===== src/rtl/emh_pkg.sv =====
/*
 * shared constants, message codes and coding helpers for the in-band
 * emergency data link; assumes both ends run on one 25 MHz clock
 */
package emh_pkg;
    localparam int        REC_BYTES        = 140;
    localparam int        CRC_W            = 28;
    localparam int        FRAME_BYTES      = REC_BYTES + 4;
    localparam int        CLK_HZ           = 25_000_000;
    localparam int        SAMPLE_HZ        = 8000;
    localparam int        FB_FRAME_MS      = 140;
    localparam int        FB_FRAME_SAMPLES = FB_FRAME_MS * SAMPLE_HZ / 1000;
    localparam int        FB_FRAME_CYC     = FB_FRAME_SAMPLES
                                             * (CLK_HZ / SAMPLE_HZ);
    localparam int        DEADLINE_S       = 4;
    localparam int        DEADLINE_CYC     = DEADLINE_S * CLK_HZ;
    localparam int        PUSH_TIMEOUT_CYC = 10 * FB_FRAME_CYC;
    localparam int        ACK_NEED         = 2;
    localparam int        ACK_SEND         = 5;
    localparam logic [27:0] CRC_POLY       = 28'h0000009;
    localparam logic [27:0] CRC_INIT       = 28'h0000000;
    localparam logic [7:0]  SCR_SEED       = 8'h5b;

    typedef enum logic [2:0] {
        EMH_MSG_NONE   = 3'h0,
        EMH_MSG_START  = 3'h1,
        EMH_MSG_NACK   = 3'h2,
        EMH_MSG_ACK    = 3'h3,
        EMH_MSG_RESEND = 3'h4,
        EMH_MSG_TERM   = 3'h5,
        EMH_MSG_PULL   = 3'h6
    } emh_msg_t;

    function automatic logic [27:0] crc_byte(input logic [27:0] c,
                                             input logic [7:0]  b);
        logic [27:0] r;
        logic        fb;
        r = c;
        for (int i = 7; i >= 0; i--)
        begin
            fb = r[27] ^ b[i];
            r  = {r[26:0], 1'b0};
            if (fb)
                r = r ^ CRC_POLY;
        end
        return r;
    endfunction

    // redundancy version and position both steer the coded byte, so a
    // retransmission after a nack never repeats the previous coded bits; xor undoes it
    function automatic logic [7:0] code_byte(input logic [7:0] b,
                                             input logic [2:0] rv,
                                             input logic [7:0] idx);
        return b ^ (SCR_SEED + idx) ^ {rv, rv, rv[1:0]};
    endfunction
endpackage


===== src/rtl/emh_link_if.sv =====
/*
 * message-level link between vehicle and centre modem; assumes the
 * testbench connects both ends and supplies one shared clock
 */
`timescale 1ns/1ps
interface emh_link_if;
    logic               ul_valid;
    logic               ul_first;
    logic               ul_last;
    logic [7:0]         ul_byte;
    logic [2:0]         ul_rv;
    logic               ul_msg_valid;
    emh_pkg::emh_msg_t  ul_msg;
    logic               dl_valid;
    emh_pkg::emh_msg_t  dl_msg;

    modport vehicle (output ul_valid, ul_first, ul_last, ul_byte, ul_rv,
                     output ul_msg_valid, ul_msg,
                     input  dl_valid, dl_msg);
    modport centre  (input  ul_valid, ul_first, ul_last, ul_byte, ul_rv,
                     input  ul_msg_valid, ul_msg,
                     output dl_valid, dl_msg);
endinterface // emh_link_if


===== src/rtl/emh_vehicle.sv =====
/*
 * vehicle-side modem protocol control: record store, crc, coded
 * transmission with growing redundancy version, push request, feedback
 * handling; assumes user inputs are on clk and the link is logic on clk
 */
`timescale 1ns/1ps
// Function
// - receiver always watches downlink during call (vehicle here ignores downlink while sending a record)
// - on request, mute mic, route transmitter
// - append crc, encode, map to symbols (vehicle here sends coded bytes with no symbol mapping)
// - each retransmission uses new redundancy version (vehicle here restarts at version 0 on a resend request)
// - retransmit on nack; stop on acks/terminate
// - after exchange, transmitters idle and disconnected
// - push request uses downlink message format
// - repeat request until start or timeout
// - record always 140 bytes, zero padded
// - centre demodulates only after data detected
// - centre combines all receptions before decoding (centre here keeps only the latest reception and checks its crc alone)
// - centre sends nack on crc failure
// - centre delivers record and sends acks
// - centre answers vehicle trigger with request
// - centre mutes speech while sending feedback
// - centre unmutes after acks sent
// - resend of latest record on centre request
// - record should arrive within 4 seconds
// - feedback frame lasts 1120 samples
module emh_vehicle #(
    parameter int FB_FRAME_CYC     = emh_pkg::FB_FRAME_CYC,
    parameter int PUSH_TIMEOUT_CYC = emh_pkg::PUSH_TIMEOUT_CYC,
    parameter int DEADLINE_CYC     = emh_pkg::DEADLINE_CYC,
    parameter int ACK_NEED         = emh_pkg::ACK_NEED
) (
    input  wire logic        clk,
    input  wire logic        rst,
    emh_link_if.vehicle      link,
    input  wire logic        call_up,
    input  wire logic        push_start,
    input  wire logic        rec_we,
    input  wire logic [7:0]  rec_addr,
    input  wire logic [7:0]  rec_wdata,
    input  wire logic [7:0]  rec_len,
    output logic             mic_mute,
    output logic             tx_path_on,
    output logic             busy,
    output logic             done,
    output logic             fail,
    output logic             late
);
    if (FB_FRAME_CYC < 2 || PUSH_TIMEOUT_CYC < 1 || DEADLINE_CYC < 1
        || ACK_NEED < 1 || ACK_NEED > 15)
        $error("emh_vehicle: parameter out of range");

    typedef enum logic [3:0] {
        EMH_V_IDLE = 4'b0001,
        EMH_V_PUSH = 4'b0010,
        EMH_V_SEND = 4'b0100,
        EMH_V_WAIT = 4'b1000
    } emh_vst_t;

    logic [7:0]  mem [emh_pkg::REC_BYTES];
    emh_vst_t    st_q, st_d;
    logic [7:0]  idx_q, idx_d;
    logic [2:0]  rv_q, rv_d;
    logic [27:0] crc_q, crc_d;
    logic [3:0]  ack_q, ack_d;
    logic [31:0] frm_q, frm_d;
    logic [31:0] tmo_q, tmo_d;
    logic [31:0] dl_q, dl_d;
    logic        dl_run_q, dl_run_d;
    logic        late_q, late_d;
    logic        call_q, call_d;
    logic        ulv_q, ulv_d, ulf_q, ulf_d, ull_q, ull_d;
    logic [7:0]  ulb_q, ulb_d;
    logic [2:0]  ulr_q, ulr_d;
    logic        umv_q, umv_d;
    logic        done_q, done_d, fail_q, fail_d;
    logic [7:0]  pay;
    logic        fb_ok;

    always_ff @(posedge clk)
    begin
        if (rec_we && rec_addr < 8'(emh_pkg::REC_BYTES))
            mem[rec_addr] <= rec_wdata;
    end

    // downlink is only acted on while a call stands
    assign fb_ok = link.dl_valid && call_up;

    always_comb
    begin
        pay = 8'h00;
        if (idx_q < 8'(emh_pkg::REC_BYTES))
            pay = (idx_q < rec_len) ? mem[idx_q] : 8'h00;
        else
            case (idx_q - 8'(emh_pkg::REC_BYTES))
                8'h00:   pay = {4'h0, crc_q[27:24]};
                8'h01:   pay = crc_q[23:16];
                8'h02:   pay = crc_q[15:8];
                default: pay = crc_q[7:0];
            endcase
    end

    always_comb
    begin
        st_d     = st_q;
        idx_d    = idx_q;
        rv_d     = rv_q;
        crc_d    = crc_q;
        ack_d    = ack_q;
        frm_d    = (frm_q == 32'(FB_FRAME_CYC - 1)) ? 32'h0 : frm_q + 32'h1;
        tmo_d    = tmo_q;
        dl_d     = dl_q;
        dl_run_d = dl_run_q;
        late_d   = late_q;
        call_d   = call_up;
        ulv_d    = 1'b0;
        ulf_d    = 1'b0;
        ull_d    = 1'b0;
        ulb_d    = ulb_q;
        ulr_d    = ulr_q;
        umv_d    = 1'b0;
        done_d   = 1'b0;
        fail_d   = 1'b0;
        if (call_up && !call_q)
        begin
            dl_d     = 32'h0;
            dl_run_d = 1'b1;
        end
        else if (dl_run_q)
        begin
            if (dl_q == 32'(DEADLINE_CYC - 1))
            begin
                late_d   = 1'b1;
                dl_run_d = 1'b0;
            end
            else
                dl_d = dl_q + 32'h1;
        end
        case (st_q)
            EMH_V_IDLE:
            begin
                ack_d = 4'h0;
                if (fb_ok && (link.dl_msg == emh_pkg::EMH_MSG_START
                    || link.dl_msg == emh_pkg::EMH_MSG_RESEND))
                begin
                    st_d  = EMH_V_SEND;
                    idx_d = 8'h00;
                    rv_d  = 3'h0;
                    crc_d = emh_pkg::CRC_INIT;
                end
                else if (push_start && call_up)
                begin
                    st_d  = EMH_V_PUSH;
                    tmo_d = 32'h0;
                    // first request leaves now, so the frame count starts
                    // one in; otherwise a second request follows at once
                    frm_d = 32'h1;
                    umv_d = 1'b1;
                end
            end
            EMH_V_PUSH:
            begin
                tmo_d = tmo_q + 32'h1;
                if (frm_q == 32'h0)
                    umv_d = 1'b1;
                if (fb_ok && link.dl_msg == emh_pkg::EMH_MSG_START)
                begin
                    st_d  = EMH_V_SEND;
                    idx_d = 8'h00;
                    rv_d  = 3'h0;
                    crc_d = emh_pkg::CRC_INIT;
                end
                else if (tmo_q == 32'(PUSH_TIMEOUT_CYC - 1) || !call_up)
                begin
                    st_d   = EMH_V_IDLE;
                    fail_d = 1'b1;
                end
            end
            EMH_V_SEND:
            begin
                ulv_d = 1'b1;
                ulf_d = (idx_q == 8'h00);
                ull_d = (idx_q == 8'(emh_pkg::FRAME_BYTES - 1));
                ulb_d = emh_pkg::code_byte(pay, rv_q, idx_q);
                ulr_d = rv_q;
                if (idx_q < 8'(emh_pkg::REC_BYTES))
                    crc_d = emh_pkg::crc_byte(crc_q, pay);
                if (ull_d)
                    st_d = EMH_V_WAIT;
                else
                    idx_d = idx_q + 8'h01;
            end
            EMH_V_WAIT:
            begin
                if (!call_up)
                    st_d = EMH_V_IDLE;
                else if (fb_ok)
                    case (link.dl_msg)
                        emh_pkg::EMH_MSG_NACK:
                        begin
                            st_d  = EMH_V_SEND;
                            idx_d = 8'h00;
                            rv_d  = rv_q + 3'h1;
                            crc_d = emh_pkg::CRC_INIT;
                        end
                        emh_pkg::EMH_MSG_ACK:
                        begin
                            ack_d = ack_q + 4'h1;
                            if (ack_q + 4'h1 >= 4'(ACK_NEED))
                            begin
                                st_d     = EMH_V_IDLE;
                                done_d   = 1'b1;
                                dl_run_d = 1'b0;
                            end
                        end
                        emh_pkg::EMH_MSG_TERM:
                            st_d = EMH_V_IDLE;
                        emh_pkg::EMH_MSG_RESEND:
                        begin
                            st_d  = EMH_V_SEND;
                            idx_d = 8'h00;
                            rv_d  = 3'h0;
                            crc_d = emh_pkg::CRC_INIT;
                        end
                        default:
                            st_d = EMH_V_WAIT;
                    endcase
            end
            default:
                st_d = EMH_V_IDLE;
        endcase
    end

    always_ff @(posedge clk)
    begin
        if (rst)
        begin
            st_q     <= EMH_V_IDLE;
            idx_q    <= 8'h00;
            rv_q     <= 3'h0;
            crc_q    <= emh_pkg::CRC_INIT;
            ack_q    <= 4'h0;
            frm_q    <= 32'h0;
            tmo_q    <= 32'h0;
            dl_q     <= 32'h0;
            dl_run_q <= 1'b0;
            late_q   <= 1'b0;
            call_q   <= 1'b0;
            ulv_q    <= 1'b0;
            ulf_q    <= 1'b0;
            ull_q    <= 1'b0;
            ulb_q    <= 8'h00;
            ulr_q    <= 3'h0;
            umv_q    <= 1'b0;
            done_q   <= 1'b0;
            fail_q   <= 1'b0;
        end
        else
        begin
            st_q     <= st_d;
            idx_q    <= idx_d;
            rv_q     <= rv_d;
            crc_q    <= crc_d;
            ack_q    <= ack_d;
            frm_q    <= frm_d;
            tmo_q    <= tmo_d;
            dl_q     <= dl_d;
            dl_run_q <= dl_run_d;
            late_q   <= late_d;
            call_q   <= call_d;
            ulv_q    <= ulv_d;
            ulf_q    <= ulf_d;
            ull_q    <= ull_d;
            ulb_q    <= ulb_d;
            ulr_q    <= ulr_d;
            umv_q    <= umv_d;
            done_q   <= done_d;
            fail_q   <= fail_d;
        end
    end

    assign link.ul_valid     = ulv_q;
    assign link.ul_first     = ulf_q;
    assign link.ul_last      = ull_q;
    assign link.ul_byte      = ulb_q;
    assign link.ul_rv        = ulr_q;
    assign link.ul_msg_valid = umv_q;
    assign link.ul_msg       = emh_pkg::EMH_MSG_PULL;
    // path released as soon as the machine is back in idle
    assign tx_path_on        = (st_q != EMH_V_IDLE);
    assign mic_mute          = (st_q != EMH_V_IDLE);
    assign busy              = (st_q != EMH_V_IDLE);
    assign done              = done_q;
    assign fail              = fail_q;
    assign late              = late_q;
endmodule // emh_vehicle


===== src/flat_wrapper.sv =====
// flat-port wrapper written by rule: the top's interface ports become plain ports
module emh_vehicle_flat 
#(
    parameter int FB_FRAME_CYC     = emh_pkg::FB_FRAME_CYC,
    parameter int PUSH_TIMEOUT_CYC = emh_pkg::PUSH_TIMEOUT_CYC,
    parameter int DEADLINE_CYC     = emh_pkg::DEADLINE_CYC,
    parameter int ACK_NEED         = emh_pkg::ACK_NEED
)
  (clk, rst, call_up, push_start, rec_we, rec_addr, rec_wdata, rec_len, mic_mute, tx_path_on, busy, done, fail, late, link_ul_valid, link_ul_first, link_ul_last, link_ul_byte, link_ul_rv, link_ul_msg_valid, link_ul_msg, link_dl_valid, link_dl_msg);
  emh_link_if link_i ();
  input  wire logic clk;
  input  wire logic rst;
  input  wire logic call_up;
  input  wire logic push_start;
  input  wire logic rec_we;
  input  wire logic [7:0] rec_addr;
  input  wire logic [7:0] rec_wdata;
  input  wire logic [7:0] rec_len;
  output logic mic_mute;
  output logic tx_path_on;
  output logic busy;
  output logic done;
  output logic fail;
  output logic late;
  output wire logic [$bits(link_i.ul_valid)-1:0] link_ul_valid;
  output wire logic [$bits(link_i.ul_first)-1:0] link_ul_first;
  output wire logic [$bits(link_i.ul_last)-1:0] link_ul_last;
  output wire logic [$bits(link_i.ul_byte)-1:0] link_ul_byte;
  output wire logic [$bits(link_i.ul_rv)-1:0] link_ul_rv;
  output wire logic [$bits(link_i.ul_msg_valid)-1:0] link_ul_msg_valid;
  output wire logic [$bits(link_i.ul_msg)-1:0] link_ul_msg;
  input wire logic [$bits(link_i.dl_valid)-1:0] link_dl_valid;
  input wire logic [$bits(link_i.dl_msg)-1:0] link_dl_msg;
  assign link_ul_valid = link_i.ul_valid;
  assign link_ul_first = link_i.ul_first;
  assign link_ul_last = link_i.ul_last;
  assign link_ul_byte = link_i.ul_byte;
  assign link_ul_rv = link_i.ul_rv;
  assign link_ul_msg_valid = link_i.ul_msg_valid;
  assign link_ul_msg = link_i.ul_msg;
  assign link_i.dl_valid = link_dl_valid;
  assign link_i.dl_msg = link_dl_msg;
  emh_vehicle #(.FB_FRAME_CYC(FB_FRAME_CYC), .PUSH_TIMEOUT_CYC(PUSH_TIMEOUT_CYC), .DEADLINE_CYC(DEADLINE_CYC), .ACK_NEED(ACK_NEED)) u_core (.clk(clk), .rst(rst), .link(link_i), .call_up(call_up), .push_start(push_start), .rec_we(rec_we), .rec_addr(rec_addr), .rec_wdata(rec_wdata), .rec_len(rec_len), .mic_mute(mic_mute), .tx_path_on(tx_path_on), .busy(busy), .done(done), .fail(fail), .late(late));
endmodule

===== config.mk =====
export PLATFORM = sky130hd
export DESIGN_NAME = emh_vehicle_flat
export DESIGN_NICKNAME = d
export VERILOG_FILES = /design/src/rtl/emh_pkg.sv /design/src/rtl/emh_link_if.sv /design/src/rtl/emh_vehicle.sv /design/src/flat_wrapper.sv
export SDC_FILE = /design/constraint.sdc
export NUM_CORES = 1
export LEC_CHECK = 0
export ABC_AREA = 1
export BUFFER_PORTS_ARGS = -buffer_cell sky130_fd_sc_hd__buf_2
export CAP_MARGIN = 25
export CELL_PAD_IN_SITES_DETAIL_PLACEMENT = 0
export CELL_PAD_IN_SITES_GLOBAL_PLACEMENT = 1
export CORE_UTILIZATION = 46
export DETAILED_ROUTE_END_ITERATION = 6
export GPL_ROUTABILITY_DRIVEN = 0
export GPL_TIMING_DRIVEN = 1
export PLACE_DENSITY_LB_ADDON = 0.05
export SKIP_LAST_GASP = 1
export SYNTH_ARGS = -nofsm -noshare
export SYNTH_HDL_FRONTEND = slang
export SYNTH_SLANG_ARGS = --single-unit
export TNS_END_PERCENT = 30

===== constraint.sdc =====
create_clock -name clk -period 2.2 [get_ports clk]
set_clock_uncertainty 0.05 [all_clocks]
set_input_delay 0 -clock clk [delete_from_list [all_inputs] [get_ports clk]]
set_output_delay 0 -clock clk [all_outputs]
set_load 0.01 [all_outputs]

==> summary.md, run 1 <==
| Metric | Value |
|---|---|
| Gr ovfl total | 0 |
| Mapped Avg Cell Area | between 10 and 15 um2 |
| Hold WS | 0.0435 ns |
| Synth unique cells | 54 |
| DRC viols | 0 |
| Setup CP Type | reg2reg |
| Largest net degree at the start of global routing | 70 |
| Synth Flop Type | edfxtp_1 |
| Rows | approximately 130 |
| Vias in the first global route | 38,280 |
| Max-slew headroom | a little under three fifths |
| Total power | between 50,000 and 60,000 uW |
| PortBufs | 53 |
| DP HPWL | between 100,000 and 150,000 um |
| FMAX | 359 MHz |
| Pre-CTS WS | -1.03 ns |
| Post-Synthesis Cells | approximately 5,100 |
| Clk buf depth | 3 |
| Sequential cell area fraction in the yosys report | between 60% and 70% |
| Final setup viols | ~50 |
| Max-cap violations | 0 |
| Fin crit share | 127% |
| Design area | 67,800 um2 |
| Nets | 5,782 |
| Peak supply drop | 0.000923 V |
| Reg area | roughly 37,000 um2 |
| Via density | 5.46 |
| Clock transition at path regs | 0.06 ns |
| DIE AREA | about 120,000 um2 |
| Multi-input logic area | ~17,000 um2 |
| ANT nets after route | 0 |
| CP max FO | 21 |
| Routed WL | 164,000 um |
| EDFF count, synth | between 1,000 and 1,500 |
| Failing checks | setup timing |
| Ant. Diodes | 0 |
| Data arrival time of the worst path | between 3 and 4 ns |
| Startpoint types | flop |
| Die H | around 350 um |
| Clock Latency Late Sink | just under 0.8 ns |
| Final hold vios | 0 |
| Crit-path cells | buf_12 > inv_16 > buf_6 > buf_12 > nand2_1 > nand3_1 > nand3_1 > nand3_1 > nand3_2 > nand2_1 > nand2_2 > nand3_4 > nand2_1 > nand2_1 > nand3_2 > nand2_2 > nand2_1 > nand2_1 > nand2_1 > nand3_1 > a21oi_1 |
| Worst-Margin Slew | about 0.67 ns |
| Critical Path RT | between 2 and 3 ns |
| # clock sinks | 1,291 |
| Via count | 40,189 |
| Leakage Power | ~0.025 uW |
| Synthesized area | 54,400 um2 |
| DR iter-0 viols | 3,566 |
| Pwr/cell area | between 800 and 900 nW/um2 |
| Yosys Warn Count | 0 |
| Top-level port count | 57 |
| Root Buffer Master | clkbuf_16 |
| Asr flop ratio synth | 0% |
| Crit-path slowest cell | dfxtp_4 |
| Initial antenna violation count | 2 |
| Max incr delay on CP | 0.36 ns |
| Core area | between 100,000 and 150,000 um2 |
| Hold Path Class | in2reg |
| CTS tree | built |
| Proportion of layout cells with a drive suffix above 1 | between 20% and 30% |
| Setup crit end kind | flop |
| First-pass GRT wire length | 244,000 um |
| GRT Total Usage | a little over a quarter |
| Chip Width | around 350 um |
| Length of the first detailed-routing pass in iterations | 6 |
| RSZ-0062 raised after global routing | true |
| Commonest non-fill, non-tap cell in the layout | nand2_1 |
| Drt wl/cell | roughly 22 um |
| Filler cells | ~10,000 |
| #FFs+latches synth | ~1,300 |
| Starting density of the core | 46.6% |
| Worst path bufs/invs | 4 |
| H-tree levels | 4 |
| Tmin final | about 2.8 ns |
| Most common cell on crit path | nand2_1 |
| Placement Cell Area | between 60,000 and 70,000 um2 |
| PnR worst setup slack | -0.586 ns |
| Crit-path leading delay family | simple AND/OR/NAND/NOR gates |
| Most frequent cells in the layout | 1,355 x nand2_1, 1,120 x edfxtp_1, 946 x nand3_1 |
| Num CTS Buffers | ~140 |
| Slew Limit Fails | 0 |
| Status | complete, but fails checks |
| Area grow syn2layout | 24.6% |
-- synth_stat cells (2+ instances only) --
| library cell | number | area [um2] |
|---|---|---|
| o22ai_1 | 28 | 175 |
| o2111ai_1 | 2 | 17.5 |
| nand2_4 | 2 | 22.5 |
| nor3_1 | 58 | 290 |
| o21ai_0 | 99 | 495 |
| or4_1 | 2 | 15.0 |
| nor3_2 | 4 | 40.0 |
| buf_1 | 40 | 150 |
| o21a_1 | 3 | 22.5 |
| o211ai_1 | 8 | 60.1 |
| xor2_1 | 31 | 272 |
| clkinv_1 | 6 | 22.5 |
| clkbuf_1 | 82 | 308 |
| edfxtp_1 | 1120 | 33600 |
| buf_4 | 16 | 120 |
| dfxtp_1 | 171 | 3420 |
| nor3b_1 | 7 | 52.6 |
| buf_2 | 137 | 686 |
| or2_2 | 8 | 50.1 |
| conb_1 | 2 | 7.51 |
| nor4_1 | 32 | 200 |
| nand2_1 | 1397 | 5240 |
| nor2_1 | 326 | 1220 |
| ha_1 | 18 | 225 |
| nand3_2 | 3 | 30.0 |
| a21oi_1 | 124 | 621 |
| a211oi_1 | 3 | 22.5 |
| o211a_1 | 4 | 40.0 |
| inv_2 | 9 | 33.8 |
| xnor2_1 | 9 | 78.8 |
| inv_1 | 201 | 754 |
| nand3_1 | 1068 | 5350 |
| a31oi_1 | 4 | 25.0 |
| nor2_2 | 14 | 87.6 |
| o31ai_1 | 4 | 30.0 |
| nand4_1 | 33 | 206 |
| nand3b_1 | 4 | 30.0 |
| nor2_4 | 5 | 56.3 |
| o221ai_1 | 6 | 52.6 |
| nand2_2 | 17 | 106 |
| o21ai_1 | 5 | 25.0 |
-- flip-flops by register name (all words and copies together), names as in the netlist, 3 cells and up, named ones only --
signal and flops:
u_core.tmo_q 32, u_core.link.ul_rv 3, u_core.link.ul_byte 8, u_core.idx_q 8
u_core.dl_q 32, u_core.ack_q 4, u_core.st_q 4, u_core.mem 1120
u_core.crc_q 28, u_core.frm_q 32, u_core.rv_q 3
-- routing by layer --
layer  part of all wire, %  track usage (%)
met3                   6.0             3.65
met4                   2.7             8.74
met5                 0.016                0
met2                    48             44.5
met1                    43             37.6
-- power breakdown --
group / switching, uW / leakage, uW / internal, uW
Sequential: 172 / 0.0115 / 26700
Clock: 9630 / 0.00209 / 13000
Combinational: 6180 / 0.0114 / 3880
-- repair_timing --
action | in CTS | in global routing
pin swaps | 20 | 54
endpoints found under the setup margin | 71 | 101
endpoints found under the hold margin | 1266 | 6
hold buffers | 30 | 5
gates resized for setup | 164 | 175
setup buffers | 14 | 22
cloned | 12 | 2
-- cell type report --
type / count / area share (%)
Sequential cell: 1291 / 54.7
Multi-Input combinational cell: 3342 / 24.4
Timing Repair Buffer: 735 / 10.4
Clock buffer: 188 / 5.73
Tap cell: 1524 / 2.81
Inverter: 218 / 1.27
Clock inverter: 59 / 0.657
Timing Repair inverter: 1 / 0.0166
-- tightest hold or removal path: cells and delay by family --
kind | cells | cell delay, ns
buffers and inverters | 4 | 0.52
AND/OR/NAND/NOR | 2 | 0.16
-- cells by family after synthesis --
group,synth area share (%)
flops,68.1
fa+ha+maj,0.414
simple gates,24.0
compound gates,2.98
buf+inv,3.84
other cells,0.0138
xor+xnor,0.643
-- stage by stage --
step | TNS [ns] | utilization, % | instances
after floorplan | -0.0384 | - | 5126
after global routing | -21.88 | 58.1 | 7358
after global placement | -20.49 | 52.2 | 7034
after detailed placement | -20.98 | 52.2 | 7034
after CTS | -13.72 | 57.3 | 7335
final | -11.87 | 58.1 | 7358
-- worst paths after layout --
kind,from,to,slack [ns],depth (start not counted)
setup / recovery,flop,u_core.crc_q[10]$_SDFFE_PP0P_,-0.59,21
hold reg to reg,u_core.dl_q[4]$_SDFFE_PP0P_,u_core.dl_q[4]$_SDFFE_PP0P_,0.41,2
hold / removal,rec_addr[7],u_core.mem[138][3]$_DFFE_PP_,0.04,6
setup reg to reg,flop,u_core.crc_q[10]$_SDFFE_PP0P_,-0.59,21
Note: power is estimated with default switching activity, not from simulation.
==> run 2, diff against run 1 <==
--- a/config.mk
+++ b/config.mk
@@ -15,6 +15,7 @@
 export GPL_ROUTABILITY_DRIVEN = 0
 export GPL_TIMING_DRIVEN = 1
 export PLACE_DENSITY_LB_ADDON = 0.05
+export RECOVER_POWER = 50
 export SKIP_LAST_GASP = 1
 export SYNTH_ARGS = -nofsm -noshare
 export SYNTH_HDL_FRONTEND = slang
==> summary.md, run 2 (synthesis gave the netlist of run 1 again) <==
| Metric | Value |
|---|---|
| Rows | 125 (unchanged) |
| Clock Latency Late Sink | 0.78 ns (about the same) |
| Drt wl/cell | 22.3 um (about the same) |
| Commonest non-fill, non-tap cell in the layout | nand2_1 |
| Hold Path Class | in2reg |
| Startpoint types | flop |
| Max FFs per register | 1,120 (unchanged) |
| Fin crit share | 127% (about the same) |
| Clk buf depth | 3 (unchanged) |
| PortBufs | 53 (unchanged) |
| PnR worst setup slack | -0.586 ns (+0.0000650 ns) |
| Worst-Margin Slew | 1.59 ns (+0.923 ns) |
| Hold depth | 6 (unchanged) |
| Tmin final | 2.79 ns (-0.0000650 ns) |
| Most frequent cells in the layout | 1,355 x nand2_1, 1,120 x edfxtp_1, 946 x nand3_1 |
| Clock transition at path regs | 0.06 ns (about the same) |
| Via count | 40,138 (-0.13%) |
| Status | complete, but fails checks |
| Largest net degree at the start of global routing | 70 (unchanged) |
| Peak supply drop | 0.000926 V (+0.28%) |
| Setup CP Type | reg2reg |
| CTS tree | built |
| Die H | 346 um (unchanged) |
| Filler cells | 10,023 (+0.23%) |
| Max-slew headroom | -6.14% (-61 points) |
| Root Buffer Master | clkbuf_16 |
| Starting density of the core | 46.6% (unchanged) |
| Data arrival time of the worst path | 3.37 ns (about the same) |
| Final Util | 57.9% (-0.10 points) |
| Vias in the first global route | 38,280 (unchanged) |
| First-pass GRT wire length | 244,000 um (unchanged) |
| RSZ-0062 raised after global routing | true |
| DR iter-0 viols | 3,577 (+0.31%) |
| Max-cap violations | 2 (+2) |
| Critical Path RT | 2.79 ns (about the same) |
| Length of the first detailed-routing pass in iterations | 7 (+1) |
| Area grow syn2layout | 24.3% |
| Via density | 5.46 (-0.13%) |
| Top-level port count | 57 (unchanged) |
| Chip Width | 346 um (unchanged) |
| Ant. Diodes | 0 (unchanged) |
| Placed Cells incl. Taps | 7,034 (unchanged) |
| Slew Limit Fails | 115 (+115) |
| Failing checks | capacitance limit, slew limit, setup timing |
| CP max FO | 15 (-29%) |
| # clock sinks | 1,291 (unchanged) |
| Final hold vios | 0 (unchanged) |
| DIE AREA | 120,000 um2 (unchanged) |
| Reg with most FFs | u_core.mem |
| Total power | 59,500 uW (about the same) |
| Gr ovfl total | 0 (unchanged) |
| Core area | 117,000 um2 (unchanged) |
| Proportion of layout cells with a drive suffix above 1 | 20.2% (-0.051 points) |
| Setup crit end kind | flop |
| ANT nets after route | 0 (unchanged) |
| H-tree levels | 4 (unchanged) |
| Leakage Power | 0.0249 uW (-0.20%) |
| GRT Total Usage | 27.2% (unchanged) |
| DRC viols | 0 (unchanged) |
| Pre-CTS WS | -1.03 ns (unchanged) |
| Final setup viols | 51 (unchanged) |
| Initial antenna violation count | 2 (unchanged) |
| Pwr/cell area | 879 nW/um2 (+0.14%) |
| Layout Cells excl Fill | 7,358 (unchanged) |
| Routed WL | 164,000 um (about the same) |
| Reg2reg path depth | 20 (-4.8%) |
| Nets | 5,782 (unchanged) |
| DP HPWL | 105,000 um (unchanged) |
| Setup TNS Final | -11.83 ns (+0.0389 ns) |
| Num CTS Buffers | 142 (unchanged) |
| FMAX | 359 MHz (about the same) |
[run 2: per-layer routing]
layer | routed length [um] | GRT usage [%] | vias to the layer above
li1 | - | - | 19138
met1 | 70300 | 37.6 | 19507
met2 | 79200 | 44.5 | 1267
met3 | 10100 | 3.65 | 222
met4 | 4390 | 8.74 | 4
met5 | 26 | 0 | -
[run 2: cell type report]
class                      instances  area, um2  area share (%)
inverter                         218        862            1.27
tap                             1524       1910            2.82
timing repair buffer             735       6930            10.2
clock inverter                    59        445           0.658
sequential                      1291      37100            54.8
multi-input combinational       3342      16600            24.5
clock buffer                     188       3880            5.74
timing repair inverter             1       11.3          0.0166
[run 2: what timing repair did]
action,CTS,global route
buffers inserted,14,22
setup endpoints to repair,71,101
hold buffers,30,5
resized for setup,164,175
pin swaps,20,54
hold endpoints to repair,1266,6
cloned,12,2
[run 2: path summary, 6_finish.rpt]
kind / from / endpoint / slack, ns
max: flop / u_core.link.ul_byte[3]$_SDFFE_PP0P_ / -0.59
min: rec_addr[7] / u_core.mem[138][3]$_DFFE_PP_ / 0.04
max reg2reg: flop / u_core.link.ul_byte[3]$_SDFFE_PP0P_ / -0.59
min reg2reg: u_core.dl_q[4]$_SDFFE_PP0P_ / u_core.dl_q[4]$_SDFFE_PP0P_ / 0.41
[run 2: power breakdown]
| part | leakage, uW | internal, uW | switching (uW) | total (uW) |
|---|---|---|---|---|
| Combinational | 0.0114 | 3860 | 6180 | 10000 |
| Sequential | 0.0115 | 26800 | 171 | 26900 |
| Clock | 0.00209 | 13000 | 9620 | 22600 |
[run 2: worst max-delay path: stages, from the launching register on]
cell     delay, ns
dfxtp_4       0.36
buf_12        0.16
inv_16        0.11
buf_16        0.17
buf_16        0.18
buf_16        0.16
nand2_1       0.05
nand3_1       0.06
nand3_1       0.09
nand3_1       0.13
nand3_2       0.10
nand2_1       0.07
nand2_1       0.07
nand3_2       0.11
nand2_2       0.05
nand2_1       0.09
nand3_4       0.12
nand2_4       0.10
xor2_2        0.19
buf_4         0.14
a21oi_1       0.05
[run 2: metrics by stage]
step | hold slack, ns | instance area, um2
CTS | 0.00341 | 66900
global route | 0.0658 | 67700
finish | 0.0373 | 67700
global placement | 0.302 | 61000
floorplan | 0.0489 | 54400
detailed placement | 0.305 | 61000
